## src/rtl/qprc_pkg.sv

```systemverilog
package qprc_pkg;
    // register offsets as printed; 016e and 0182 are not multiples of four, so each is an index
    localparam logic [15:0] QPRC_IDX_SLV_EN_LO   = 16'h016e;
    localparam logic [15:0] QPRC_IDX_ROUTE_UP    = 16'h0178;
    localparam logic [15:0] QPRC_IDX_MODE        = 16'h0180;
    localparam logic [15:0] QPRC_IDX_MAST_EN_LO  = 16'h0182;
    localparam logic [15:0] QPRC_IDX_PORT_MAP    = 16'h0184;
    localparam int          QPRC_ADDR_W          = 12;
    localparam int          QPRC_REG_W           = 16;
    localparam logic [15:0] QPRC_RST_VAL         = 16'h0000;
    // mode register fields
    localparam int          QPRC_MODE_SHARED_BIT = 0;
    localparam int          QPRC_MODE_P32_BIT    = 1;
    // queue geometry
    localparam int          QPRC_GROUP_SIZE      = 4;
    localparam int          QPRC_ROUTE_BASE_Q    = 48;
    localparam int          QPRC_SHARED_MAX_Q    = 32;
    localparam int          QPRC_NUM_QUEUES      = 64;
    localparam int          QPRC_PORT_W          = 5;
    localparam int          QPRC_QUEUE_W         = 6;
endpackage

```

## src/rtl/qprc_reg16.sv

```systemverilog
`timescale 1ns/1ns
module qprc_reg16
    import qprc_pkg::*;
(
    // clock and reset
    input  wire logic                  core_clk,
    input  wire logic                  resetn,
    // write port
    input  wire logic                  wr_en,
    input  wire logic [1:0]            wr_sel,
    input  wire logic [QPRC_REG_W-1:0] wr_data,
    // stored value
    output logic      [QPRC_REG_W-1:0] value_q
);
    logic [QPRC_REG_W-1:0] value_d;

    // byte lanes merge into the held value
    assign value_d = {wr_sel[1] ? wr_data[15:8] : value_q[15:8],
                      wr_sel[0] ? wr_data[7:0]  : value_q[7:0]};

    always_ff @(posedge core_clk or negedge resetn) begin
        if (!resetn) begin
            value_q <= QPRC_RST_VAL;
        end else if (wr_en) begin
            value_q <= value_d;
        end
    end
endmodule

```

## src/rtl/qprc_route_lookup.sv

```systemverilog
`timescale 1ns/1ns
module qprc_route_lookup
    import qprc_pkg::*;
(
    // query
    input  wire logic [QPRC_QUEUE_W-1:0] queue_id,
    input  wire logic [QPRC_REG_W-1:0]   route_bits,
    input  wire logic                    ports32_en,
    // answer
    output logic      [QPRC_PORT_W-1:0]  port_id,
    output logic                         route_valid
);
    wire                    in_upper = (queue_id >= QPRC_QUEUE_W'(QPRC_ROUTE_BASE_Q));
    wire [3:0]              bit_idx  = queue_id[3:0];
    wire [3:0]              group    = queue_id[5:2];
    wire                    odd_sel  = route_bits[bit_idx];

    // group g feeds ports 2g and 2g+1
    assign port_id     = {group, ports32_en & odd_sel};
    assign route_valid = ports32_en & in_upper;
endmodule

```

## src/rtl/qprc_top.sv

```systemverilog
`timescale 1ns/1ns
// Behaviour
// - slave queue-enable bits take effect only while shared mode is on.
// - shared mode covers queues 0 to 15 only.
// - slave enable bit n stands for slave queue n, bits 0 to 15.
// - a one marks the slave queue enabled for sharing, zero not.
// - upper routing bits act only when 32 ports are configured.
// - upper routing bit 0 is queue 48, bit 15 is queue 63.
// - queues form sixteen groups of four, group g feeds ports 2g and 2g+1.
// - routing bit zero picks the even port, one picks the odd port.
// - master enable bits mark local queues shared, one meaning enabled.
module qprc_top
    import qprc_pkg::*;
(
    // clock and reset
    input  wire logic                    core_clk,
    input  wire logic                    resetn,
    // wishbone slave
    input  wire logic                    wb_cyc_i,
    input  wire logic                    wb_stb_i,
    input  wire logic                    wb_we_i,
    input  wire logic [QPRC_ADDR_W-1:0]  wb_adr_i,
    input  wire logic [3:0]              wb_sel_i,
    input  wire logic [31:0]             wb_dat_i,
    output logic      [31:0]             wb_dat_o,
    output logic                         wb_ack_o,
    output logic                         wb_err_o,
    // queue enable query
    input  wire logic [QPRC_QUEUE_W-1:0] enq_queue_id,
    output logic                         slave_q_shared,
    output logic                         master_q_shared,
    // route query
    input  wire logic [QPRC_QUEUE_W-1:0] route_queue_id,
    output logic      [QPRC_PORT_W-1:0]  route_port,
    output logic                         route_valid,
    // configuration views
    output logic                         shared_mode,
    output logic                         ports32_mode
);
    logic [QPRC_REG_W-1:0] slv_en_q;
    logic [QPRC_REG_W-1:0] route_q;
    logic [QPRC_REG_W-1:0] mode_q;
    logic [QPRC_REG_W-1:0] mast_en_q;
    logic                  ack_q;
    logic                  err_q;
    logic [31:0]           rdata_q;
    logic [31:0]           rdata_d;

    // decode
    wire        req      = wb_cyc_i & wb_stb_i & ~ack_q & ~err_q;
    wire [11:0] idx      = 12'(wb_adr_i >> 2);
    wire        aligned  = (wb_adr_i[1:0] == 2'b00);
    wire        hit_slv  = aligned & (idx == QPRC_IDX_SLV_EN_LO[11:0]);
    wire        hit_rte  = aligned & (idx == QPRC_IDX_ROUTE_UP[11:0]);
    wire        hit_mode = aligned & (idx == QPRC_IDX_MODE[11:0]);
    wire        hit_mast = aligned & (idx == QPRC_IDX_MAST_EN_LO[11:0]);
    wire        hit_map  = aligned & (idx == QPRC_IDX_PORT_MAP[11:0]);
    wire        hit_any  = hit_slv | hit_rte | hit_mode | hit_mast | hit_map;
    wire        wr       = req & wb_we_i & hit_any;
    wire [1:0]  sel16    = wb_sel_i[1:0];

    assign rdata_d = hit_slv  ? {16'h0000, slv_en_q}  :
                     hit_rte  ? {16'h0000, route_q}   :
                     hit_mode ? {16'h0000, mode_q}    :
                     hit_mast ? {16'h0000, mast_en_q} :
                     hit_map  ? {16'h0000, 11'h000, route_port} :
                                32'h0000_0000;

    qprc_reg16 u_slv (
        .core_clk (core_clk),
        .resetn   (resetn),
        .wr_en    (wr & hit_slv),
        .wr_sel   (sel16),
        .wr_data  (wb_dat_i[15:0]),
        .value_q  (slv_en_q)
    );
    qprc_reg16 u_rte (
        .core_clk (core_clk),
        .resetn   (resetn),
        .wr_en    (wr & hit_rte),
        .wr_sel   (sel16),
        .wr_data  (wb_dat_i[15:0]),
        .value_q  (route_q)
    );
    qprc_reg16 u_mode (
        .core_clk (core_clk),
        .resetn   (resetn),
        .wr_en    (wr & hit_mode),
        .wr_sel   (sel16),
        .wr_data  (wb_dat_i[15:0]),
        .value_q  (mode_q)
    );
    qprc_reg16 u_mast (
        .core_clk (core_clk),
        .resetn   (resetn),
        .wr_en    (wr & hit_mast),
        .wr_sel   (sel16),
        .wr_data  (wb_dat_i[15:0]),
        .value_q  (mast_en_q)
    );

    // bus answer, one cycle after request
    always_ff @(posedge core_clk or negedge resetn) begin
        if (!resetn) begin
            ack_q   <= 1'b0;
            err_q   <= 1'b0;
            rdata_q <= 32'h0000_0000;
        end else begin
            ack_q   <= req & hit_any;
            err_q   <= req & ~hit_any;
            if (req & ~wb_we_i) begin
                rdata_q <= rdata_d;
            end
        end
    end

    assign wb_ack_o = ack_q;
    assign wb_err_o = err_q;
    assign wb_dat_o = rdata_q;

    assign shared_mode  = mode_q[QPRC_MODE_SHARED_BIT];
    assign ports32_mode = mode_q[QPRC_MODE_P32_BIT];

    // queue enable views
    wire in_low  = (enq_queue_id < QPRC_QUEUE_W'(16));
    wire in_shr  = (enq_queue_id < QPRC_QUEUE_W'(QPRC_SHARED_MAX_Q));
    assign slave_q_shared  = shared_mode & in_low & slv_en_q[enq_queue_id[3:0]];
    assign master_q_shared = shared_mode & in_shr & in_low
                             & mast_en_q[enq_queue_id[3:0]];

    qprc_route_lookup u_lookup (
        .queue_id    (route_queue_id),
        .route_bits  (route_q),
        .ports32_en  (ports32_mode),
        .port_id     (route_port),
        .route_valid (route_valid)
    );
endmodule

```

## config.mk

```make
export PLATFORM = sky130hd
export DESIGN_NAME = qprc_top
export DESIGN_NICKNAME = d
export VERILOG_FILES = /design/src/rtl/qprc_pkg.sv /design/src/rtl/qprc_reg16.sv /design/src/rtl/qprc_route_lookup.sv /design/src/rtl/qprc_top.sv
export SDC_FILE = /design/constraint.sdc
export NUM_CORES = 1
export LEC_CHECK = 0
export ABC_AREA = 0
export CAP_MARGIN = 10
export CORE_MARGIN = 3
export CORE_UTILIZATION = 60
export CTS_BUF_LIST = sky130_fd_sc_hd__clkbuf_2 sky130_fd_sc_hd__clkbuf_4 sky130_fd_sc_hd__clkbuf_8
export CTS_CLUSTER_DIAMETER = 40
export DETAILED_ROUTE_END_ITERATION = 8
export DONT_BUFFER_PORTS = 1
export GPL_TIMING_DRIVEN = 0
export PLACE_DENSITY_LB_ADDON = 0.1
export SETUP_SLACK_MARGIN = 0.15
export SYNTH_ARGS = -nofsm -noshare
export SYNTH_HDL_FRONTEND = slang
export SYNTH_SLANG_ARGS = --single-unit
```

## constraint.sdc

```tcl
create_clock -name core_clk -period 1.75 [get_ports core_clk]
set_input_delay 0.175 -clock core_clk [delete_from_list [all_inputs] [get_ports core_clk]]
set_output_delay 0.175 -clock core_clk [all_outputs]
set_load 0.02 [all_outputs]
```

# Word level (Yosys, flattened, before mapping)

Cells that the tools add are included.

Output and inout port bits: 44
Input bits: 65
Bits in registers: 98
Logic and storage cells: 73

Bitwise logic cells: 32
Equality and inequality tests: 5
Mux-type cells: 11
Order comparisons: 5
Reductions and logical operators: 9

Operators with widths:

| cell                                                       | number |
|---|---|
| 2-to-1 mux 16 bit                                          | 4 |
| equality test 10 x 9 -> 1 bit, second input constant       | 5 |
| bitwise AND 1 bit                                          | 24 |
| AND reduction 2 bit                                        | 8 |
| binary-select mux 1 bit (select 4 bit)                     | 3 |
| less-than comparator 4 x 5 -> 1 bit, second input constant | 2 |
| greater-or-equal comparator 6 bit, second input constant   | 1 |
| less-than comparator 6 x 5 -> 1 bit, second input constant | 1 |
| less-than comparator 6 bit, second input constant          | 1 |
| 2-to-1 mux 5 bit                                           | 1 |
| inverter 1 bit                                             | 4 |
| bitwise OR 1 bit                                           | 4 |
| 2-to-1 mux 1 bit                                           | 3 |
| zero test 2 bit                                            | 1 |

# Logic depth before layout (Yosys ltp)

Gate-level depths: netlist of run 1.

Word-level depth: 9
Gate-level depth with buffers: 7
Depth with buffers taken out: 5

# Modules after synthesis

From an unflattened synthesis of run 1, not the netlist that was laid out.

Cell total of the unflattened synthesis: 360
Area, all modules: 4374.2 um2

Modules (own cells, without submodules):

| module            | cells each | times used | area each (um2) |
|---|---|---|---|
| qprc_reg16        | 34         | 4          | 593.1 |
| qprc_top          | 202        | 1          | 1809.2 |
| qprc_route_lookup | 22         | 1          | 192.7 |

# Worst setup path after synthesis of run 1

No wires, ideal clock.

Path kind: in2reg
From: input port wb_adr_i[0]
To: register u_mast.value_q[0]
Slack: -643 ps
Setup time: 125 ps
Buffers on the path: 2
Data arrival time: 2267 ps
Required time: 1625 ps
Stages: 7
Cells stage by stage: or4b_4 > or2_1 > buf_6 > or3_4 > or3_1 > buf_6 > mux2_4

Word-level cells in the longest chain between the ends: 9

RTL lines:

| what                                        | line                           | source |
|---|---|---|
| start: declaration                          | qprc_top.sv:22                 | `input wire logic [QPRC_ADDR_W-1:0] wb_adr_i,` |
| zero test 2 bit (*)                         | qprc_top.sv:52                 | `wire aligned = (wb_adr_i[1:0] == 2'b00);` |
| bitwise AND 1 bit, on equally long branches | qprc_top.sv:53, qprc_top.sv:54 |  |
| bitwise OR 1 bit (4 in a row)               | qprc_top.sv:58                 | `wire hit_any = hit_slv \| hit_rte \| hit_mode \| hit_mast \| hit_map;` |
| bitwise AND 1 bit                           | qprc_top.sv:59                 | `wire wr = req & wb_we_i & hit_any;` |
| bitwise AND 1 bit (*)                       | qprc_top.sv:96                 | `.wr_en (wr & hit_mast),` |
| AND reduction 2 bit (no source line) (*)    | n/a                            |  |
| end signal: assignment                      | qprc_reg16.sv:25               | `value_q <= value_d;` |
| end: declaration                            | qprc_reg16.sv:13               | `output logic [QPRC_REG_W-1:0] value_q` |

Mark *: on every way between the ends. The rest lies on a longest branch, timed or not.
A chain may end at the register's enable or synchronous reset.

# Worst setup path in the final report of run 1

From: register u_mast.value_q[3]
To: output port master_q_shared

Word-level cells in the longest chain between the ends: 3

RTL lines:

| what                                   | line            | source |
|---|---|---|
| binary-select mux 1 bit (select 4 bit) | qprc_top.sv:129 | `& mast_en_q[enq_queue_id[3:0]];` |
| 2-to-1 mux 1 bit (not written as such) | qprc_top.sv:129 |  |
| bitwise AND 1 bit                      | qprc_top.sv:129 |  |
| end: declaration                       | qprc_top.sv:31  | `output logic master_q_shared,` |

Every way passes these cells. The select of a mux whose other input is x is not followed.

==> impl_metrics.env, run 1 <==
export IMPL_drt_wirelength_per_cell_um=27.9
export IMPL_synth_main_ff_cell="sky130_fd_sc_hd__dfrtp_1"
export IMPL_postRouteWirelength_um=14800
export IMPL_grt_pass1_wl_um=19700
export IMPL_worst_slack_ns=-0.412
export IMPL_drv_cap=0
export IMPL_cts_htree_levels=3
export IMPL_switching_share_pct=27.4
export IMPL_final_net_count=494
export IMPL_final_core_util_pct=87.2
export IMPL_p_comb_share_pct=10.0
export IMPL_timing_final_hold_violations=82
export IMPL_post_drt_via_cell_ratio=6.77
export IMPL_worst_ep_required_time_ns=1.57
export IMPL_synth_area_per_cell_sq_um=13.0
export IMPL_synthMostInstantiatedCell="sky130_fd_sc_hd__dfrtp_1"
export IMPL_postSynthRegisterBits=82
export IMPL_power_leakage_nw=2.72
export IMPL_layout_min_cycle_time_ns=2.16
export IMPL_grt_antenna_before_repair=0
export IMPL_instance_count_of_the_mapped_netlist=330
export IMPL_clk_insertion_delay_late_ns=0.37
export IMPL_final_setup_skew_ns=0.00992
export IMPL_antenna_cells=0
export IMPL_cts_root_buffer_cell="sky130_fd_sc_hd__clkbuf_8"
export IMPL_post_route_drc_count=0
export IMPL_hold_class="in -> async"
export IMPL_violated_checks="hold timing, setup timing"
export IMPL_seq_power_share_pct=53.8
export IMPL_detailedPlacementHpwl_um=7510
export IMPL_synth_area_leaders="sky130_fd_sc_hd__dfrtp_1, sky130_fd_sc_hd__mux2_2, sky130_fd_sc_hd__mux4_2, sky130_fd_sc_hd__mux2_4, sky130_fd_sc_hd__buf_4"
export IMPL_vdd_ir_drop_max_uv=605
export IMPL_area_delta_synth_final_pct=39.6
export IMPL_synth_top_cells_by_count="sky130_fd_sc_hd__dfrtp_1, sky130_fd_sc_hd__mux2_2, sky130_fd_sc_hd__nor2_1"
export IMPL_via_count=3589
export IMPL_antenna_violating_nets_post_route=0
export IMPL_switching_power_of_the_nets_mw=1.07
export IMPL_ff2ff_path_depth=5
export IMPL_initial_core_util_pct=62.5
export IMPL_final_layout_size_suffix_gt1_share_pct=53.7
export IMPL_rsz0062_at_grt="yes"
export IMPL_cts_inserted_buffers=9
export IMPL_ys_warnings_count=0
export IMPL_fin_crit_sh_pct=124
export IMPL_clk_pin_slew_ns=0.09
export IMPL_post_layout_total_power_mw=3.90
export IMPL_groute_usage_overall_pct=31.8
export IMPL_internal_power_mw=2.83
export IMPL_netlist_area_sq_um=4290
export IMPL_die_width_um=90.6
export IMPL_synth_top_area_cell="sky130_fd_sc_hd__dfrtp_1"
export IMPL_cts_num_sinks=82
export IMPL_critical_path_max_fanout=2
export IMPL_final_max_slew_violation_count=0
export IMPL_critical_path_endpoint_type="output port"
export IMPL_synth_edf_count=0
export IMPL_die_h_um=90.6
export IMPL_whs_ns=-0.505
export IMPL_cts_tree="yes"
export IMPL_routabilityCongestion=0.876
export IMPL_worst_slew_pin_slew_ns=0.658
export IMPL_synth_cell_type_count=41
export IMPL_crit_arrival_ns=1.99
export IMPL_run_status="finished, violations left"
export IMPL_max_slew_margin_rel_pct=56.1
export IMPL_first_drt_iteration_drcs=508
export IMPL_setup_viol=62
export IMPL_total_iterations_of_the_first_detailed_routing_run=6
export IMPL_crit_reg2reg_launch="wb_err_o$_DFF_PN0_"
export IMPL_postSynth_asyncResetShare_pct=100
export IMPL_grt_overflow=0
export IMPL_achievable_frequency_mhz=463
export IMPL_clockBufferDepth=2
export IMPL_first_global_vias=3449
export IMPL_yosysSeqAreaShare_pct=47.8
export IMPL_cellPowerDensity_nw_per_um2=652
export IMPL_cts_hold_fix_buffers=18
export IMPL_grt_start_max_net_pins=83
export IMPL_r2r_end="u_mast.value_q[9]$_DFFE_PN0P_"
export IMPL_core_area_sq_um=6870
export IMPL_yosysTopAreaCellShare_pct=47.8
export IMPL_port_buffer_count=0
export IMPL_core_rowCount=30
export IMPL_clockPowerShare_pct=36.2
export IMPL_dieArea_sq_um=8200
export IMPL_startpoint_kind_of_the_worst_setup_timing_path="flop"
export IMPL_regToRegSetupSlack_ns=-0.26
export IMPL_io_pins=109
export IMPL_criticalPathCategory="reg -> out"
[sequential cells by signal, summed over array words and instances, names as in the netlist]
| signal | cells |
|---|---|
| u_mast.value_q | 16 |
| u_mode.value_q | 16 |
| u_rte.value_q | 16 |
| u_slv.value_q | 16 |
| wb_dat_o | 16 |
| wb_ack_o | 1 |
| wb_err_o | 1 |
[metal layers]
layer,up-vias,global-route usage [%],part of all wire (%)
met5,-,0,0
met4,0,13.8,6.2
met3,96,9.00,11
met2,314,51.2,48
met1,1769,40.3,35
li1,1410,-,-
[worst max-delay path by stage]
stage	start	end	slack [ns]
floorplan	wb_adr_i[0]	u_mast.value_q[0]$_DFFE_PN0P_	-0.64
global placement	wb_adr_i[0]	wb_dat_o[8]$_DFFE_PN0P_	-1.08
detailed placement	wb_adr_i[3]	u_rte.value_q[12]$_DFFE_PN0P_	-1.02
CTS	u_mast.value_q[6]$_DFFE_PN0P_	master_q_shared	-0.37
global route	u_slv.value_q[6]$_DFFE_PN0P_	slave_q_shared	-0.41
finish	u_mast.value_q[3]$_DFFE_PN0P_	master_q_shared	-0.41
[layout make-up]
class | count | area (sq um)
plain buffers | 37 | 328
clock buffers | 10 | 138
clock inverters | 6 | 66.3
fillers | 286 | 881
inverters | 3 | 11.3
multi-input cells | 223 | 2530
flip-flops and latches | 82 | 2050
well taps | 96 | 120
repair buffers | 73 | 736
[stage by stage]
| stage | hold slack, ns | area [sq um] | instances | setup WS [ns] | setup TNS [ns] |
|---|---|---|---|---|---|
| 2_1_floorplan | -0.121 | 4470 | 345 | -0.640 | -32.29 |
| 3_3_place_gp | -0.118 | 4590 | 441 | -1.08 | -58.36 |
| 3_5_place_dp | -0.118 | 4590 | 442 | -1.02 | -57.68 |
| 4_1_cts | -0.514 | 5580 | 508 | -0.372 | -8.37 |
| 5_1_grt | -0.518 | 5990 | 530 | -0.407 | -14.55 |
| 6_report | -0.505 | 5990 | 530 | -0.412 | -13.29 |
[kinds of logic (layout without fill, tap and decap cells)]
kind of cell,Yosys count,count (layout),share of synthesized area [%]
flip-flops,82,82,47.8
multiplexers,95,95,29.3
AND/OR/NAND/NOR,69,69,9.57
other,1,16,0.0874
buffers and inverters,40,129,5.77
AO/OA/AOI/OAI,43,43,7.47
[critical path: stages (launching register included)]
cell                      delay [ns]
sky130_fd_sc_hd__dfrtp_1        0.40
sky130_fd_sc_hd__mux4_2         0.53
sky130_fd_sc_hd__mux4_2         0.51
sky130_fd_sc_hd__nor2b_4        0.17
[placed cells by master (no fill, tap or decap), drive strengths merged, types with 5 or more instances in the layout]
cell         Yosys  routed
buf             26      85
dfrtp           82      82
mux2            76      76
nor2            23      23
dlygate4sd3      0      18
clkbuf          11      17
conb             1      16
a21oi           13      13
a222oi          13      13
mux4            12      12
nor3            10      10
mux2i            7       7
nand3b           7       7
nand3            5       5
[power groups by stage]
stage	sequential, mW	clock, mW	combinational (mW)
finish	2.10	1.41	0.389
detailed placement	2.13	0	0.249
floorplan	2.12	0	0.215
global route	2.10	1.49	0.411
CTS	2.09	1.41	0.331
global placement	2.13	0	0.246
[timing repair]
| item | CTS | global route |
|---|---|---|
| hold endpoints to repair | 147 | 82 |
| setup endpoints to repair | 83 | 82 |
| resized for setup | 79 | 55 |
| pin swaps | 10 | 32 |
| buffers inserted | 32 | 22 |
| gates cloned | 0 | 1 |
No activity file was read; power rests on OpenSTA's default activity.
==> inputs of run 2 (changes only) <==
--- a/config.mk
+++ b/config.mk
@@ -15,6 +15,7 @@
 export DONT_BUFFER_PORTS = 1
 export GPL_TIMING_DRIVEN = 0
 export PLACE_DENSITY_LB_ADDON = 0.1
+export RECOVER_POWER = 100
 export SETUP_SLACK_MARGIN = 0.15
 export SYNTH_ARGS = -nofsm -noshare
 export SYNTH_HDL_FRONTEND = slang
==> impl_metrics.env, run 2 (synthesis results as in run 1) <==
export IMPL_startpoint_kind_of_the_worst_setup_timing_path="flop"
export IMPL_worstSetupStartpoint="u_slv.value_q[6]$_DFFE_PN0P_"
export IMPL_cts_tree="yes"
export IMPL_critical_path_most_common_cell="sky130_fd_sc_hd__mux4_2"
export IMPL_worst_ep_required_time_ns=1.57
export IMPL_dp_slack_ns=-1.02
export IMPL_whs_ns=-0.504
export IMPL_clk_insertion_delay_late_ns=0.37
export IMPL_cts_num_sinks=82
export IMPL_violated_checks="hold timing, setup timing"
export IMPL_cp_top_family="multiplexers"
export IMPL_post_route_drc_count=0
export IMPL_first_drt_iteration_drcs=479
export IMPL_cts_hold_fix_buffers=18
export IMPL_ff2ff_path_depth=5
export IMPL_final_core_util_pct=86.6
export IMPL_drt_wirelength_per_cell_um=28.1
export IMPL_regToRegSetupSlack_ns=-0.29
export IMPL_cts_htree_levels=3
export IMPL_switching_power_of_the_nets_mw=1.06
export IMPL_timing_critical_path_to="slave_q_shared"
export IMPL_core_area_sq_um=6870
export IMPL_achievable_frequency_mhz=463
export IMPL_internal_power_mw=2.82
export IMPL_area_delta_synth_final_pct=38.6
export IMPL_drv_cap=0
export IMPL_timing_critical_path_buf_inv=0
export IMPL_postRouteWirelength_um=14900
export IMPL_worstSetupPathDepth=3
export IMPL_routabilityCongestion=0.876
export IMPL_slowest_delay_ns=0.52
export IMPL_first_global_vias=3449
export IMPL_layout_min_cycle_time_ns=2.16
export IMPL_timing_critical_path_slowest_stage_cell="sky130_fd_sc_hd__mux4_2"
export IMPL_detailedPlacementHpwl_um=7510
export IMPL_rsz0062_at_grt="yes"
export IMPL_cts_inserted_buffers=9
export IMPL_critical_path_max_fanout=3
export IMPL_worst_slack_ns=-0.408
export IMPL_mostFrequentLayoutCells="sky130_fd_sc_hd__dfrtp_1, sky130_fd_sc_hd__mux2_4, sky130_fd_sc_hd__buf_4"
export IMPL_via_count=3614
export IMPL_setup_viol=81
export IMPL_crit_reg2reg_launch="wb_err_o$_DFF_PN0_"
export IMPL_run_status="finished, violations left"
export IMPL_dieArea_sq_um=8200
export IMPL_worst_slew_pin_slew_ns=0.676
export IMPL_clockPowerShare_pct=36.3
export IMPL_r2r_end="u_mast.value_q[9]$_DFFE_PN0P_"
export IMPL_final_layout_size_suffix_gt1_share_pct=52.1
export IMPL_antenna_violating_nets_post_route=0
export IMPL_fin_crit_sh_pct=123
export IMPL_final_setup_skew_ns=0.00896
export IMPL_cellPowerDensity_nw_per_um2=654
export IMPL_grt_start_max_net_pins=83
export IMPL_cts_root_buffer_cell="sky130_fd_sc_hd__clkbuf_8"
export IMPL_die_h_um=90.6
export IMPL_vdd_ir_drop_max_uv=600
export IMPL_crit_arrival_ns=1.98
export IMPL_final_net_count=494
export IMPL_clockBufferDepth=2
export IMPL_timing_final_hold_violations=82
export IMPL_switching_share_pct=27.4
export IMPL_clk_pin_slew_ns=0.08
export IMPL_antenna_cells=0
export IMPL_grt_overflow=0
export IMPL_final_max_slew_violation_count=0
export IMPL_grt_antenna_before_repair=0
export IMPL_core_rowCount=30
export IMPL_hold_class="in -> async"
export IMPL_total_neg_setup_slack_ns=-15.24
export IMPL_layout_commonest_cell="sky130_fd_sc_hd__dfrtp_1"
export IMPL_grt_pass1_wl_um=19700
export IMPL_port_buffer_count=0
export IMPL_total_iterations_of_the_first_detailed_routing_run=6
export IMPL_crit_chain="mux4_2, mux4_2, nor2b_4"
export IMPL_groute_usage_overall_pct=31.8
export IMPL_die_width_um=90.6
export IMPL_io_pins=109
export IMPL_criticalPathCategory="reg -> out"
export IMPL_power_leakage_nw=2.70
export IMPL_critical_path_endpoint_type="output port"
export IMPL_p_comb_share_pct=9.8
export IMPL_max_slew_margin_rel_pct=55.0
export IMPL_initial_core_util_pct=62.5
export IMPL_seq_power_share_pct=53.9
export IMPL_post_drt_via_cell_ratio=6.82
-- run 2: cell count changes in the layout (fill, tap and decap cells not counted), moves of 2 or more --
cell                       before  now
sky130_fd_sc_hd__buf_4         50   44
sky130_fd_sc_hd__clkbuf_1       2    6
sky130_fd_sc_hd__clkbuf_2       3    5
sky130_fd_sc_hd__dfrtp_1       80   82
sky130_fd_sc_hd__dfrtp_2        2    0
-- run 2: final cells by class --
| type | count | area (sq um) |
|---|---|---|
| buffer | 37 | 313 |
| clock buffer | 10 | 138 |
| clock inverter | 6 | 66.3 |
| fill | 300 | 922 |
| inverter | 3 | 11.3 |
| multi-input combinational | 223 | 2520 |
| sequential | 82 | 2050 |
| tap | 96 | 120 |
| timing repair buffer | 73 | 731 |
-- run 2: metrics by stage --
stage	cells	instance area, sq um	power [mW]
2_1_floorplan	345	4470	2.33
3_3_place_gp	441	4590	2.37
3_5_place_dp	442	4590	2.38
4_1_cts	508	5580	3.84
5_1_grt	530	5950	4.00
6_report	530	5950	3.89
-- run 2: timing repair --
item	in CTS	in global routing
gates resized for setup	79	55
buffers inserted	32	22
cloned	0	1
hold endpoints to repair	147	82
setup endpoints to repair	83	82
pin swaps	10	32
-- run 2: worst register-to-register path, delay by kind of cell, from the launching register on --
kind / cells / cell delay (ns)
simple gates: 3 / 0.96
flops: 1 / 0.50
mux: 1 / 0.30
buf+inv: 1 / 0.16
-- run 2: power groups by stage --
stage | combinational [mW] | sequential (mW) | clock (mW)
final | 0.380 | 2.10 | 1.41
after global routing | 0.401 | 2.10 | 1.49
after CTS | 0.331 | 2.09 | 1.41
after detailed placement | 0.249 | 2.13 | 0
after global placement | 0.246 | 2.13 | 0
after floorplan | 0.215 | 2.12 | 0
-- run 2: worst min-delay path by stage --
| stage | startpoint | end | slack (ns) | cells after the start |
|---|---|---|---|---|
| 2_1_floorplan | resetn | u_mast.value_q[0]$_DFFE_PN0P_ | -0.12 | 0 |
| 3_3_place_gp | resetn | u_mode.value_q[6]$_DFFE_PN0P_ | -0.12 | 0 |
| 3_5_place_dp | resetn | u_mode.value_q[6]$_DFFE_PN0P_ | -0.12 | 0 |
| 4_1_cts | resetn | u_rte.value_q[13]$_DFFE_PN0P_ | -0.51 | 0 |
| 5_1_grt | resetn | u_mode.value_q[6]$_DFFE_PN0P_ | -0.52 | 0 |
| 6_report | resetn | wb_dat_o[6]$_DFFE_PN0P_ | -0.50 | 0 |
-- run 2: metal layers --
layer / routed length [um] / GRT usage, %
met1: 5130 / 40.3
met2: 7200 / 51.2
met3: 1690 / 9.00
met4: 857 / 13.8
met5: 0 / 0
==> inputs of run 3 (changes only) <==
--- a/config.mk
+++ b/config.mk
@@ -6,11 +6,11 @@
 export NUM_CORES = 1
 export LEC_CHECK = 0
 export ABC_AREA = 0
-export CAP_MARGIN = 10
+export CAP_MARGIN = 25
+export CORE_ASPECT_RATIO = 1.5
 export CORE_MARGIN = 3
 export CORE_UTILIZATION = 60
 export CTS_BUF_LIST = sky130_fd_sc_hd__clkbuf_2 sky130_fd_sc_hd__clkbuf_4 sky130_fd_sc_hd__clkbuf_8
-export CTS_CLUSTER_DIAMETER = 40
 export DETAILED_ROUTE_END_ITERATION = 8
 export DONT_BUFFER_PORTS = 1
 export GPL_TIMING_DRIVEN = 0
==> impl_metrics.env, run 3 (synthesis results as in run 1) <==
export IMPL_io_pins=109
export IMPL_antenna_cells=0
export IMPL_total_iterations_of_the_first_detailed_routing_run=6
export IMPL_final_setup_skew_ns=0.0120
export IMPL_cts_htree_levels=3
export IMPL_final_core_util_pct=84.5
export IMPL_drv_cap=0
export IMPL_worst_slack_ns=-0.379
export IMPL_groute_usage_overall_pct=31.7
export IMPL_critical_path_max_fanout=3
export IMPL_core_area_sq_um=6900
export IMPL_area_delta_synth_final_pct=35.8
export IMPL_cts_root_buffer_cell="sky130_fd_sc_hd__clkbuf_8"
export IMPL_setup_viol=78
export IMPL_cellPowerDensity_nw_per_um2=682
export IMPL_startpoint_kind_of_the_worst_setup_timing_path="flop"
export IMPL_antenna_violating_nets_post_route=0
export IMPL_die_width_um=75.0
export IMPL_first_drt_iteration_drcs=450
export IMPL_cts_num_sinks=82
export IMPL_criticalPathCategory="reg -> out"
export IMPL_post_route_drc_count=0
export IMPL_area_used_by_multi_input_combinational_logic_sq_um=2560
export IMPL_grt_start_max_net_pins=83
export IMPL_mostFrequentLayoutCells="sky130_fd_sc_hd__dfrtp_1, sky130_fd_sc_hd__mux2_4, sky130_fd_sc_hd__buf_4"
export IMPL_hold_class="in -> async"
export IMPL_clk_insertion_delay_late_ns=0.37
export IMPL_violated_checks="hold timing, setup timing"
export IMPL_grt_overflow=0
export IMPL_critical_path_endpoint_type="output port"
export IMPL_r2r_end="u_mast.value_q[10]$_DFFE_PN0P_"
export IMPL_cts_inserted_buffers=9
export IMPL_grt_antenna_before_repair=0
export IMPL_crit_arrival_ns=1.95
export IMPL_port_buffer_count=0
export IMPL_run_status="finished, violations left"
export IMPL_first_global_vias=3287
export IMPL_ff2ff_path_depth=5
export IMPL_final_layout_size_suffix_gt1_share_pct=51.7
export IMPL_rsz0062_at_grt="yes"
export IMPL_drt_wirelength_per_cell_um=28.2
export IMPL_via_count=3382
export IMPL_worst_ep_required_time_ns=1.57
export IMPL_final_max_slew_violation_count=0
export IMPL_core_rowCount=37
export IMPL_clk_pin_slew_ns=0.10
export IMPL_crit_reg2reg_launch="wb_err_o$_DFF_PN0_"
export IMPL_die_h_um=110
export IMPL_cts_tree="yes"
export IMPL_clockBufferDepth=2
export IMPL_routabilityCongestion=0.865
export IMPL_vdd_ir_drop_max_uv=717
export IMPL_fin_crit_sh_pct=122
export IMPL_detailedPlacementHpwl_um=7610
export IMPL_whs_ns=-0.515
export IMPL_dieArea_sq_um=8220
export IMPL_regToRegSetupSlack_ns=-0.24
export IMPL_grt_pass1_wl_um=18500
export IMPL_postRouteWirelength_um=14000
export IMPL_final_fill_count=335
export IMPL_cts_hold_fix_buffers=16
export IMPL_final_net_count=479
export IMPL_power_leakage_nw=2.63
export IMPL_layout_min_cycle_time_ns=2.13
export IMPL_dp_slack_ns=-1.01
export IMPL_timing_final_hold_violations=82
export IMPL_sequential_cell_area_sq_um=2050
export IMPL_max_slew_margin_rel_pct=47.9
export IMPL_initial_core_util_pct=62.2
export IMPL_achievable_frequency_mhz=470
export IMPL_post_drt_via_cell_ratio=6.82
export IMPL_worst_slew_pin_slew_ns=0.780
export IMPL_layout_commonest_cell="sky130_fd_sc_hd__dfrtp_1"
==> run 3: timing repair <==
action | in CTS | in global routing
endpoints found under the hold margin | 146 | 82
gates cloned | 1 | 0
setup buffers | 26 | 14
pin swaps | 23 | 32
gates resized for setup | 91 | 43
endpoints found under the setup margin | 83 | 83
==> run 3: critical path, cell delays in order, from the launching register on <==
cell and delay (ns):
sky130_fd_sc_hd__dfrtp_1 0.45, sky130_fd_sc_hd__mux4_2 0.50, sky130_fd_sc_hd__mux4_2 0.47, sky130_fd_sc_hd__nor2b_4 0.16
==> run 3: how the worst max path moves through the flow <==
stage	startpoint	end	depth (start not counted)
after global placement	wb_adr_i[0]	wb_dat_o[11]$_DFFE_PN0P_	5
after detailed placement	wb_adr_i[3]	u_rte.value_q[13]$_DFFE_PN0P_	6
after CTS	u_mast.value_q[3]$_DFFE_PN0P_	master_q_shared	3
after global routing	u_mast.value_q[1]$_DFFE_PN0P_	master_q_shared	3
after floorplan	wb_adr_i[0]	u_mast.value_q[0]$_DFFE_PN0P_	7
final	u_slv.value_q[0]$_DFFE_PN0P_	slave_q_shared	3
==> run 3: metrics by stage <==
stage          total power [mW]  cell area [sq um]  std cells  hold slack [ns]  TNS, ns
2_1_floorplan              2.33               4470        345           -0.121   -32.29
3_3_place_gp               2.37               4570        423           -0.118   -59.27
3_5_place_dp               2.38               4570        424           -0.117   -55.92
4_1_cts                    3.91               5600        482           -0.510   -10.61
5_1_grt                    4.08               5830        496           -0.527   -19.61
6_report                   3.97               5830        496           -0.515   -16.77
==> run 3: layout make-up <==
cell class                      count  share of cell area, %
Clock buffer                        9                   2.13
Buffer                             37                   5.03
Multi-Input combinational cell    223                   43.9
Sequential cell                    82                   35.2
Clock inverter                      6                   1.42
Inverter                            3                  0.193
Timing Repair Buffer               58                   10.4
Tap cell                           78                   1.68
==> run 3: per-layer routing <==
| metal | share of wire, % | global-route usage [%] |
|---|---|---|
| met5 | 0 | 0 |
| met2 | 52 | 52.3 |
| met1 | 34 | 37.8 |
| met3 | 8.1 | 7.78 |
| met4 | 6.0 | 15.9 |
==> run 3: power breakdown <==
part	total (mW)	switching, mW	internal, mW	leakage, nW
Clock	1.49	0.705	0.788	0.105
Sequential	2.10	0.137	1.96	1.11
Combinational	0.382	0.213	0.169	1.42
